File: config.mk
export PLATFORM = sky130hd
export DESIGN_NAME = nonvolatile_memory_access
export DESIGN_NICKNAME = d
export VERILOG_FILES = /design/src/nvm_access_pkg.sv /design/src/nonvolatile_memory_access.sv
export VERILOG_INCLUDE_DIRS = /design/src
export SDC_FILE = /design/constraint.sdc
export NUM_CORES = 1
export LEC_CHECK = 0
export BUFFER_PORTS_ARGS = -buffer_cell sky130_fd_sc_hd__buf_4
export CAP_MARGIN = 15
export CORE_MARGIN = 4
export CORE_UTILIZATION = 35
export DETAILED_ROUTE_END_ITERATION = 10
export GPL_TIMING_DRIVEN = 0
export PLACE_DENSITY_LB_ADDON = 0.15
export REMOVE_ABC_BUFFERS = 1
export SLEW_MARGIN = 10
export SYNTH_ARGS = -nofsm -noshare
export SYNTH_HDL_FRONTEND = slang
export SYNTH_SLANG_ARGS = --single-unit
File: constraint.sdc
create_clock -name clk_i -period 5.8 [get_ports clk_i]
set_input_delay 0.87 -clock clk_i [delete_from_list [all_inputs] [get_ports clk_i]]
set_output_delay 0.87 -clock clk_i [all_outputs]
set_load 0.1 [all_outputs]
File: src/nvm_access_defines.svh
`ifndef NVM_ACCESS_DEFINES_SVH
`define NVM_ACCESS_DEFINES_SVH

// register byte addresses on the wishbone bus
`define OFS_ADDR_LOW     8'h00
`define OFS_ADDR_HIGH    8'h04
`define OFS_DATA_LOW     8'h08
`define OFS_DATA_HIGH    8'h0C
`define OFS_CONTROL      8'h10
`define OFS_UNLOCK       8'h14
`define OFS_FLAGS_TWO    8'h18

// control register fields
`define CTL_SELECT_BIT   7
`define CTL_ERROR_BIT    3
`define CTL_ENABLE_BIT   2
`define CTL_WRITE_BIT    1
`define CTL_READ_BIT     0

// peripheral flags two field
`define FLAG_WCOMP_BIT   4

// unlock key values
`define UNLOCK_KEY_ONE   8'h55
`define UNLOCK_KEY_TWO   8'hAA

// widths
`define ADDR_HIGH_W      5
`define DATA_HIGH_W      6
`define PM_ADDR_W        13
`define PM_DATA_W        14
`define TIMER_W          16

// program read: word latched on the second cycle after the start
`define PREAD_LAST       2'h1

// write time
`define CLK_MHZ          10
`define WRITE_TIME_US    4000
`define WRITE_CYCLES     (`WRITE_TIME_US * `CLK_MHZ)

`endif

File: src/nvm_access_pkg.sv
package nvm_access_pkg;

    typedef enum logic [1:0] {
        OP_IDLE,
        OP_PREAD,
        OP_WRITE
    } op_t;

    typedef struct packed {
        logic [7:0]  addr_lo;
        logic [4:0]  addr_hi;
        logic [7:0]  data_lo;
        logic [5:0]  data_hi;
        logic        sel;
        logic        write_enable;
        logic        werr;
        logic        rd;
        logic        wr;
        logic        wcomp;
        logic [1:0]  unlock;
        op_t         op;
        logic [15:0] timer;
        logic [1:0]  pcnt;
        logic        ack;
        logic [7:0]  rdat;
        logic        ee_we;
        logic        pm_we;
        logic        pm_erase;
        logic        master_clear_reset_s1;
        logic        master_clear_reset_s2;
        logic        wdt_s1;
        logic        wdt_s2;
    } state_t;

endpackage

File: src/nonvolatile_memory_access.sv
`timescale 1ns/1ps
`include "nvm_access_defines.svh"

// Operation
// RULE_01 - data memory uses only the low address and low data registers
// RULE_02 - data memory spans 256 bytes addressed 00h to FFh
// RULE_03 - data write duration comes from an internal timer; completion at expiry
// RULE_04 - a program write erases the location automatically before storing
// RULE_05 - program access uses 14-bit data word and 13-bit word address
// RULE_06 - program memory holds up to 8K words
// RULE_07 - software puts address high byte in high register, low in low
// RULE_08 - on small parts software keeps unused address bits clear
// RULE_09 - unlock register stores nothing and reads as zero
// RULE_10 - memory select steers accesses: clear data, set program
// RULE_11 - read and write start bits set only; hardware clears on completion
// RULE_12 - writes allowed only while write enable is one; zero after power-up
// RULE_13 - master clear or watchdog reset during a write sets the error flag
// RULE_14 - such a reset keeps address, data and memory select
// RULE_15 - write completion sets the completion flag; only software clears it
// RULE_16 - write starts only after 55h, AAh to unlock, then start bit
// RULE_17 - start refused unless enable already set; clearing enable later is harmless
// RULE_18 - data read loads low data register next cycle and holds it
// RULE_19 - program read latches word on second cycle, readable from the third
// RULE_20 - an uninterrupted write completion clears the error flag
module nonvolatile_memory_access
    import nvm_access_pkg::*;
#(
    parameter int WRITE_CYCLES = `WRITE_CYCLES
) (
    input  wire logic                    clk_i,
    input  wire logic                    rst_i,
    input  wire logic                    wb_cyc_i,
    input  wire logic                    wb_stb_i,
    input  wire logic                    wb_we_i,
    input  wire logic [7:0]              wb_adr_i,
    input  wire logic [3:0]              wb_sel_i,
    input  wire logic [31:0]             wb_dat_i,
    output logic      [31:0]             wb_dat_o,
    output logic                         wb_ack_o,
    input  wire logic                    master_clear_reset_n_i,
    input  wire logic                    watchdog_reset_i,
    output logic      [7:0]              ee_addr_o,
    output logic      [7:0]              ee_wdata_o,
    output logic                         ee_we_o,
    input  wire logic [7:0]              ee_rdata_i,
    output logic      [`PM_ADDR_W-1:0]   pm_addr_o,
    output logic      [`PM_DATA_W-1:0]   pm_wdata_o,
    output logic                         pm_erase_o,
    output logic                         pm_we_o,
    input  wire logic [`PM_DATA_W-1:0]   pm_rdata_i,
    output logic                         write_complete_flag_o
);

    state_t s_ff;
    state_t nxt_s;

    function automatic logic [7:0] read_mux(input state_t st, input logic [7:0] adr);
        logic [7:0] v;
        v = 8'h00;
        case (adr)
            `OFS_ADDR_LOW:  v = st.addr_lo;
            `OFS_ADDR_HIGH: v = {3'h0, st.addr_hi};
            `OFS_DATA_LOW:  v = st.data_lo;
            `OFS_DATA_HIGH: v = {2'h0, st.data_hi};
            `OFS_CONTROL: begin
                v[`CTL_SELECT_BIT] = st.sel;
                v[`CTL_ERROR_BIT]  = st.werr;
                v[`CTL_ENABLE_BIT] = st.write_enable;
                v[`CTL_WRITE_BIT]  = st.wr;
                v[`CTL_READ_BIT]   = st.rd;
            end
            `OFS_UNLOCK:    v = 8'h00; // RULE_09
            `OFS_FLAGS_TWO: v[`FLAG_WCOMP_BIT] = st.wcomp;
            default:        v = 8'h00;
        endcase
        return v;
    endfunction

    logic       bus_req;
    logic       bus_wr;
    logic       busy;
    logic       ext_rst;
    logic [7:0] wd;

    always_comb begin
        nxt_s = s_ff;
        bus_req = wb_cyc_i & wb_stb_i & ~s_ff.ack;
        bus_wr = bus_req & wb_we_i & wb_sel_i[0];
        busy = (s_ff.op != OP_IDLE) | s_ff.rd;
        ext_rst = s_ff.master_clear_reset_s2 | s_ff.wdt_s2;
        wd = wb_dat_i[7:0];

        nxt_s.master_clear_reset_s1 = ~master_clear_reset_n_i;
        nxt_s.master_clear_reset_s2 = s_ff.master_clear_reset_s1;
        nxt_s.wdt_s1 = watchdog_reset_i;
        nxt_s.wdt_s2 = s_ff.wdt_s1;

        nxt_s.ack = bus_req;
        nxt_s.rdat = 8'h00;
        nxt_s.ee_we = 1'b0;
        nxt_s.pm_we = 1'b0;
        nxt_s.pm_erase = 1'b0;

        if (bus_req && !wb_we_i) begin
            nxt_s.rdat = read_mux(s_ff, wb_adr_i);
        end

        if (bus_wr) begin
            // any byte-lane-0 write other than the next expected key breaks the sequence
            nxt_s.unlock = 2'h0; // RULE_16
            case (wb_adr_i)
                `OFS_ADDR_LOW: begin
                    if (!busy) begin
                        nxt_s.addr_lo = wd; // RULE_07
                    end
                end
                `OFS_ADDR_HIGH: begin
                    if (!busy) begin
                        nxt_s.addr_hi = wd[`ADDR_HIGH_W-1:0]; // RULE_07
                    end
                end
                `OFS_DATA_LOW: begin
                    if (!busy) begin
                        nxt_s.data_lo = wd;
                    end
                end
                `OFS_DATA_HIGH: begin
                    if (!busy) begin
                        nxt_s.data_hi = wd[`DATA_HIGH_W-1:0];
                    end
                end
                `OFS_CONTROL: begin
                    nxt_s.write_enable = wd[`CTL_ENABLE_BIT];
                    nxt_s.werr = wd[`CTL_ERROR_BIT];
                    if (!busy) begin
                        nxt_s.sel = wd[`CTL_SELECT_BIT]; // RULE_10
                        if (wd[`CTL_READ_BIT]) begin
                            nxt_s.rd = 1'b1; // RULE_11
                            if (nxt_s.sel) begin
                                nxt_s.op = OP_PREAD; // RULE_19
                                nxt_s.pcnt = 2'h0;
                            end
                        end else if (wd[`CTL_WRITE_BIT] && s_ff.write_enable
                                     && s_ff.unlock == 2'h2) begin // RULE_12 RULE_16 RULE_17
                            nxt_s.wr = 1'b1; // RULE_11
                            nxt_s.op = OP_WRITE;
                            nxt_s.timer = 16'(WRITE_CYCLES - 1); // RULE_03
                            nxt_s.pm_erase = nxt_s.sel; // RULE_04
                        end
                    end
                end
                `OFS_UNLOCK: begin
                    if (wd == `UNLOCK_KEY_ONE) begin
                        nxt_s.unlock = 2'h1; // RULE_16
                    end else if (wd == `UNLOCK_KEY_TWO && s_ff.unlock == 2'h1) begin
                        nxt_s.unlock = 2'h2; // RULE_16
                    end
                end
                `OFS_FLAGS_TWO: nxt_s.wcomp = wd[`FLAG_WCOMP_BIT]; // RULE_15
                default: nxt_s.unlock = 2'h0;
            endcase
        end

        case (s_ff.op)
            OP_IDLE: begin
                if (s_ff.rd && !s_ff.sel) begin
                    nxt_s.data_lo = ee_rdata_i; // RULE_01 RULE_02 RULE_18
                    nxt_s.rd = 1'b0; // RULE_11
                end
            end
            OP_PREAD: begin
                if (s_ff.pcnt == `PREAD_LAST) begin
                    nxt_s.data_lo = pm_rdata_i[7:0]; // RULE_05 RULE_06 RULE_19
                    nxt_s.data_hi = pm_rdata_i[`PM_DATA_W-1:8];
                    nxt_s.rd = 1'b0;
                    nxt_s.op = OP_IDLE;
                end else begin
                    nxt_s.pcnt = s_ff.pcnt + 2'h1;
                end
            end
            OP_WRITE: begin
                if (s_ff.timer == 16'h0000) begin
                    nxt_s.ee_we = ~s_ff.sel; // RULE_01 RULE_03
                    nxt_s.pm_we = s_ff.sel; // RULE_05
                    nxt_s.wr = 1'b0; // RULE_11
                    nxt_s.werr = 1'b0; // RULE_20
                    nxt_s.wcomp = 1'b1; // RULE_15
                    nxt_s.op = OP_IDLE;
                end else begin
                    nxt_s.timer = s_ff.timer - 16'h0001; // RULE_03
                end
            end
            default: nxt_s.op = OP_IDLE;
        endcase

        if (ext_rst) begin
            // address, data and select survive for a retry
            nxt_s.werr = (s_ff.op == OP_WRITE) ? 1'b1 : s_ff.werr; // RULE_13 RULE_14
            nxt_s.addr_lo = s_ff.addr_lo; // RULE_14
            nxt_s.addr_hi = s_ff.addr_hi;
            nxt_s.data_lo = s_ff.data_lo;
            nxt_s.data_hi = s_ff.data_hi;
            nxt_s.sel = s_ff.sel;
            nxt_s.wcomp = s_ff.wcomp;
            nxt_s.write_enable = 1'b0;
            nxt_s.rd = 1'b0;
            nxt_s.wr = 1'b0;
            nxt_s.unlock = 2'h0;
            nxt_s.op = OP_IDLE;
            nxt_s.timer = 16'h0000;
            nxt_s.pcnt = 2'h0;
            nxt_s.ack = 1'b0;
            nxt_s.rdat = 8'h00;
            nxt_s.ee_we = 1'b0;
            nxt_s.pm_we = 1'b0;
            nxt_s.pm_erase = 1'b0;
        end
    end

    always_ff @(posedge clk_i) begin
        if (rst_i) begin
            s_ff <= '0; // RULE_12
        end else begin
            s_ff <= nxt_s;
        end
    end

    assign wb_dat_o = {24'h000000, s_ff.rdat};
    assign wb_ack_o = s_ff.ack;
    assign ee_addr_o = s_ff.addr_lo;
    assign ee_wdata_o = s_ff.data_lo;
    assign ee_we_o = s_ff.ee_we;
    assign pm_addr_o = {s_ff.addr_hi, s_ff.addr_lo};
    assign pm_wdata_o = {s_ff.data_hi, s_ff.data_lo};
    assign pm_erase_o = s_ff.pm_erase;
    assign pm_we_o = s_ff.pm_we;
    assign write_complete_flag_o = s_ff.wcomp;

endmodule

# After elaboration in Yosys (flattened, before gate mapping)
# Index checks and enable logic that the tools add are counted.
word_totals:
  reg_bits: 71
  input_bits: 73
  output_inout_bits: 80
  elab_cells: 130
op_classes:
  add_sub_neg: 2
  n_eq_ne: 14
  mux: 55
  n_bitwise: 17
  reduce_logical: 19
op_table:
  columns: ["op", "n"]
  rows:
  - ["2-to-1 mux 16 bit", 3]
  - ["2-to-1 mux 42 bit", 1]
  - ["2-to-1 mux 20 bit", 2]
  - ["2-to-1 mux 38 bit", 1]
  - ["2-to-1 mux 2 bit", 16]
  - ["2-to-1 mux 8 bit", 4]
  - ["== test 8 x 5 -> 1 bit, second input constant", 3]
  - ["one-hot mux 4 bit (5 select lines)", 1]
  - ["2-to-1 mux 18 bit", 1]
  - ["2-to-1 mux 6 bit", 3]
  - ["== test 8 x 4 -> 1 bit, second input constant", 2]
  - ["zero test 16 bit", 1]
  - ["one-hot mux 8 bit (2 select lines)", 1]
  - ["subtractor 16 x 1 -> 16 bit, second input constant", 1]
  - ["2-to-1 mux 1 bit", 15]
  - ["2-to-1 mux 14 bit", 1]
  - ["one-hot mux 2 bit (3 select lines)", 2]
  - ["AND reduction 4 bit", 3]
  - ["inverter 1 bit", 11]
  - ["== test 8 x 3 -> 1 bit, second input constant", 1]
  - ["== test 8 x 7 -> 1 bit, second input constant", 1]
  - ["== test 8 bit, second input constant", 1]
  - ["zero test 8 bit", 1]
  - ["OR reduction 7 bit", 1]
  - ["other kinds (18)", 30]

# Depth between registers and ports, before layout
depth:
  depth_word: 10
  depth_mapped: 8

# Least setup slack after synthesis
# Ideal clock, no wire load.
synth_path:
  path_kind: "input port to flip-flop"
  start: "input wb_adr_i[2]"
  end: "register s_ff[35] in the netlist's numbering"
  setup_time_ns: 0.060
  t_arrival_ns: 2.537
  setup_slack_ns: 3.203
  stages: 7
  cell_sequence: "buf_2 > or4_1 > buf_2 > nor4_4 > or2_1 > buf_6 > and3_1"
synth_between:
  elab_chain_len: 5
  elab_cells_between_ends: 6
  cone_classes: "eq/ne: 1; mux: 5"
synth_rtl:
  columns: ["item", "line_no", "rtl"]
  rows:
  - ["start: declaration", "nonvolatile_memory_access.sv:35", "input wire logic [7:0] wb_adr_i,"]
  - ["== test 8 x 5 -> 1 bit (*)", "nonvolatile_memory_access.sv:111", "case (wb_adr_i)"]
  - ["2-to-1 mux 20 bit (*)", "nonvolatile_memory_access.sv:111", null]
  - ["2-to-1 mux 42 bit (*)", "nonvolatile_memory_access.sv:108", "if (bus_wr) begin"]
  - ["2-to-1 mux 2 bit, on equally long branches", "nonvolatile_memory_access.sv:182, nonvolatile_memory_access.sv:172", null]
  - ["one-hot mux 2 bit (3 select lines) (*)", "nonvolatile_memory_access.sv:164", "case (s_ff.op)"]
  - ["end signal: assignment", "nonvolatile_memory_access.sv:224", "s_ff <= nxt_s;"]
  - ["end: declaration", "nonvolatile_memory_access.sv:54", "state_t s_ff;"]
# Mark *: on every way between the ends. The rest lies on a longest branch, timed or not.
# A chain may end at the register's enable or synchronous reset.

# Worst setup path after layout
layout_path:
  start: "input wb_adr_i[5]"
  end: "register s_ff (netlist bit ee_wdata_o[3])"
layout_between:
  elab_chain_len: 5
  elab_cells_between_ends: 6
  cone_classes: "eq/ne: 1; mux: 5"
layout_rtl:
  columns: ["item", "line_no"]
  rows:
  - ["== test 8 x 4 -> 1 bit (*)", "nonvolatile_memory_access.sv:111"]
  - ["2-to-1 mux 8 bit (*)", "nonvolatile_memory_access.sv:111"]
  - ["2-to-1 mux 42 bit (*)", "nonvolatile_memory_access.sv:108"]
  - ["2-to-1 mux 14 bit / 2-to-1 mux 8 bit (equally long branches)", "nonvolatile_memory_access.sv:172, nonvolatile_memory_access.sv:166"]
  - ["one-hot mux 8 bit (2 select lines) (*)", "nonvolatile_memory_access.sv:164"]
# Marks and branches as above.

==> run_results.csv <==
group,metric,value,unit
detailed_routing,top_layer_used,"met4",
outcome,outcome,"finished clean",
critical_path,worstReg2RegEnd,"s_ff[23]",
critical_path,crit_slowest_cell,"nand4_1",
timing,report.final.slew_viol_count,0,
placed_design,numPortBuffers,101,
synth,ys_types,62,
floorplanning,dieArea,13600,sq um
timing,max_freq,339,MHz
detailed_routing,drc_errors,0,
clock_tree,numCtsBuffers,9,
global_routing,track_usage,17.0,%
synth,avgSynthCellArea,8.62,sq um
placed_design,gp_congestion,0.802,
cells_and_area,antenna_cells,0,
critical_path,crit_cells,6,
detailed_routing,drt-met1-wl,5200,um
power_and_ir_drop,p_comb_share,12.8,%
critical_path,critical_path_class,"primary input to register",
detailed_routing,final_antenna_net_count,0,
global_routing,grt_max_degree,37,
floorplanning,num_rows,39,
floorplanning,die_w,117,um
timing,slew_headroom,41.2,%
detailed_routing,first_pass_iters,4,
critical_path,end_kind,"register",
detailed_routing,wl_per_cell,17.5,um
cells_and_area,syn2layout_area_growth,16.4,%
clock_tree,cts_root_buffer,"clkbuf_16",
clock_tree,h-tree-depth,3,
clock_tree,post_cts_buffers,0,
critical_path,cp-endpoint,"ee_wdata_o[3]",
synth,synth-seq-area-share,34.4,%
cells_and_area,drive_above_1_share,27.3,%
floorplanning,core,11500,sq um
cells_and_area,fin_area,4810,sq um
timing,fin_worst_skew,5.59,ps
synth,ys_async_sr_fraction,0,%
critical_path,worstRegToRegCells,7,
synth,synth-edff-count,0,
power_and_ir_drop,power.share.switching,27.3,%
critical_path,crit_buf_inv,1,
detailed_routing,wl_met3,846,um
timing,setup-violations-final,0,
critical_path,path_delay_family,"simple AND/OR/NAND/NOR gates",
critical_path,crit_path_max_incr_delay,760,ps
global_routing,grt_pass1_vias,3363,
power_and_ir_drop,peakVddDrop,0.000134,V
clock_tree,clock-sinks,71,
floorplanning,start_util,36.0,%
clock_tree,insertion_delay,330,ps
timing,finalSetupTns,0,ps
clock_tree,cts_tree,"yes",
placed_design,placed_area,4520,sq um
floorplanning,io_pins,153,
placed_design,placed_cells,652,
detailed_routing,drtIter0Drc,224,
critical_path,required,5990,ps
floorplanning,die_h,117,um
clock_tree,cts_buffer_depth,2,
detailed_routing,via_count,3548,
timing,layout_min_cycle_time,2950,ps
synth,synthesis.area,4130,sq um
timing,worst_pin_slew,880,ps
critical_path,worstPathArrival,3140,ps
synth,synth_cells,479,
clock_tree,clk_pin_slew,60,ps
synth,synth_ff_type,"dfxtp_1",
cells_and_area,instances_no_fill,666,
timing,timing.hold.ws,432,ps
critical_path,setup.worst_path.start_class,"primary input",
power_and_ir_drop,power_frac_seq,41.9,%
placed_design,dp_hpwl,8570,um
detailed_routing,wl_met2,5380,um
clock_tree,hold_buffers,0,
global_routing,overflow,0,
detailed_routing,totalWireLength,11600,um
placed_design,post-place-ws,2540,ps
power_and_ir_drop,clockPowerShare,45.2,%
critical_path,rrSetupSlack,3190,ps
timing,rsz0062_at_grt,"false",
cells_and_area,nets,594,
run,cap_violations,0,
critical_path,worstPathCellList,"buf_4 > nor4_1 > nand4_1 > o21ai_0 > and3_1 > a311oi_1",
timing,post-route-period-util,50.9,%
critical_path,crit_fanout,16,
clock_tree,cts-resized-gates,0,
power_and_ir_drop,p_sw,0.320,mW
global_routing,grt_pass1_wl,17800,um
power_and_ir_drop,p_per_area,244,nW/um^2
power_and_ir_drop,p_leak,2.02,nW
timing,setup_slack,2850,ps
detailed_routing,via_per_inst,5.33,
critical_path,worstReg2RegStart,"s_ff[18]",
synth,ys_warn_count,0,
critical_path,cp-startpoint,"wb_adr_i[5]",
timing,final_hold_viol_count,0,
worst_hold_path,hold_class,"register to register",
synth,ys_ff_latch,71,
power_and_ir_drop,p_int,0.854,mW
global_routing,grt_antenna_before_repair,0,
[cell families after synthesis]
group	after synthesis	share of synthesized area, %
other cells	1	0.0908
buf+inv	106	16.8
mux	20	4.88
xor+xnor	4	0.848
fa+ha+maj	1	0.303
simple gates	179	25.8
compound gates	97	16.9
flops	71	34.4
[cells in the final DEF (no fill, tap or decap), types with 5 or more instances in the layout]
cell,instances
a21oi_1,15
a22oi_1,16
a311oi_1,9
and3_1,13
buf_4,102
clkbuf_16,9
conb_1,24
dfxtp_1,71
inv_1,11
mux2i_1,19
nand2_1,21
nand3_1,7
nand4_1,5
nor2_1,52
nor2b_1,8
nor3_1,19
o21a_1,5
o21ai_0,12
o21bai_1,8
o221a_2,6
o22ai_1,5
or3_1,7
[final cells by class]
type	instances	area [sq um]
sequential	71	1420
inverter	11	41.3
fill	1159	6660
timing repair buffer	102	766
tap	143	179
clock buffer	14	284
multi-input combinational	325	2120
[synth_stat cells (all sizes together), types with 4 or more instances]
cell type	count	share of area [%]
nor2b	8	1.2
a311oi	9	1.9
mux2i	19	4.6
inv	11	1.0
clkbuf	14	1.3
or3	7	1.1
o21bai	8	1.5
nor2	53	4.8
xnor2	4	0.85
nor4b	4	1.5
nand3	7	0.85
and3	13	2.0
o22ai	5	0.76
o21a	5	0.91
nor3b	4	0.85
o221a	6	1.6
or4	4	0.82
a22oi	16	2.9
nor4	7	2.2
nand3b	4	0.73
o21ai	14	1.7
nand4	5	0.76
nand2	21	1.9
a21oi	16	2.0
nor3	21	2.8
a31oi	4	0.61
dfxtp	71	34
buf	81	14
[how the worst min path moves through the flow]
stage | endpoint | start | depth (start not counted) | slack, ps
final | s_ff[0] | nxt_s[0] | 1 | 430
after global routing | s_ff[0] | nxt_s[0] | 1 | 460
after CTS | s_ff[2] | nxt_s[2] | 1 | 440
after detailed placement | s_ff[0] | nxt_s[0] | 1 | 420
after global placement | s_ff[2] | nxt_s[2] | 1 | 420
after floorplan | s_ff[0] | nxt_s[0] | 1 | 410
[power by group through the flow]
stage	Combinational (mW)	Clock, mW	Sequential, mW
after floorplan	0.0911	0	0.512
after global placement	0.149	0	0.503
after detailed placement	0.150	0	0.503
after CTS	0.150	0.542	0.492
after global routing	0.157	0.569	0.492
final	0.151	0.531	0.492
[stage by stage]
step | utilization, % | power [mW]
5_1_grt | 41.9 | 1.22
2_1_floorplan | - | 0.603
4_1_cts | 41.9 | 1.18
6_report | 41.9 | 1.17
3_5_place_dp | 39.4 | 0.653
3_3_place_gp | 39.3 | 0.651
[metal layers]
layer / vias up / track usage, %
met1: 1692 / 22.3
met2: 112 / 27.8
li1: 1726 / -
met3: 18 / 3.32
met5: - / 0
met4: 0 / 6.42
[state kept, by name (all words and copies together), names as in the netlist]
signal,flops
pm_we_o,1
ee_we_o,1
s_ff,29
wb_ack_o,1
write_complete_flag_o,1
nxt_s,2
wb_dat_o,8
pm_wdata_o,6
pm_addr_o,5
ee_wdata_o,8
pm_erase_o,1
ee_addr_o,8
No activity file was read; power rests on OpenSTA's default activity.
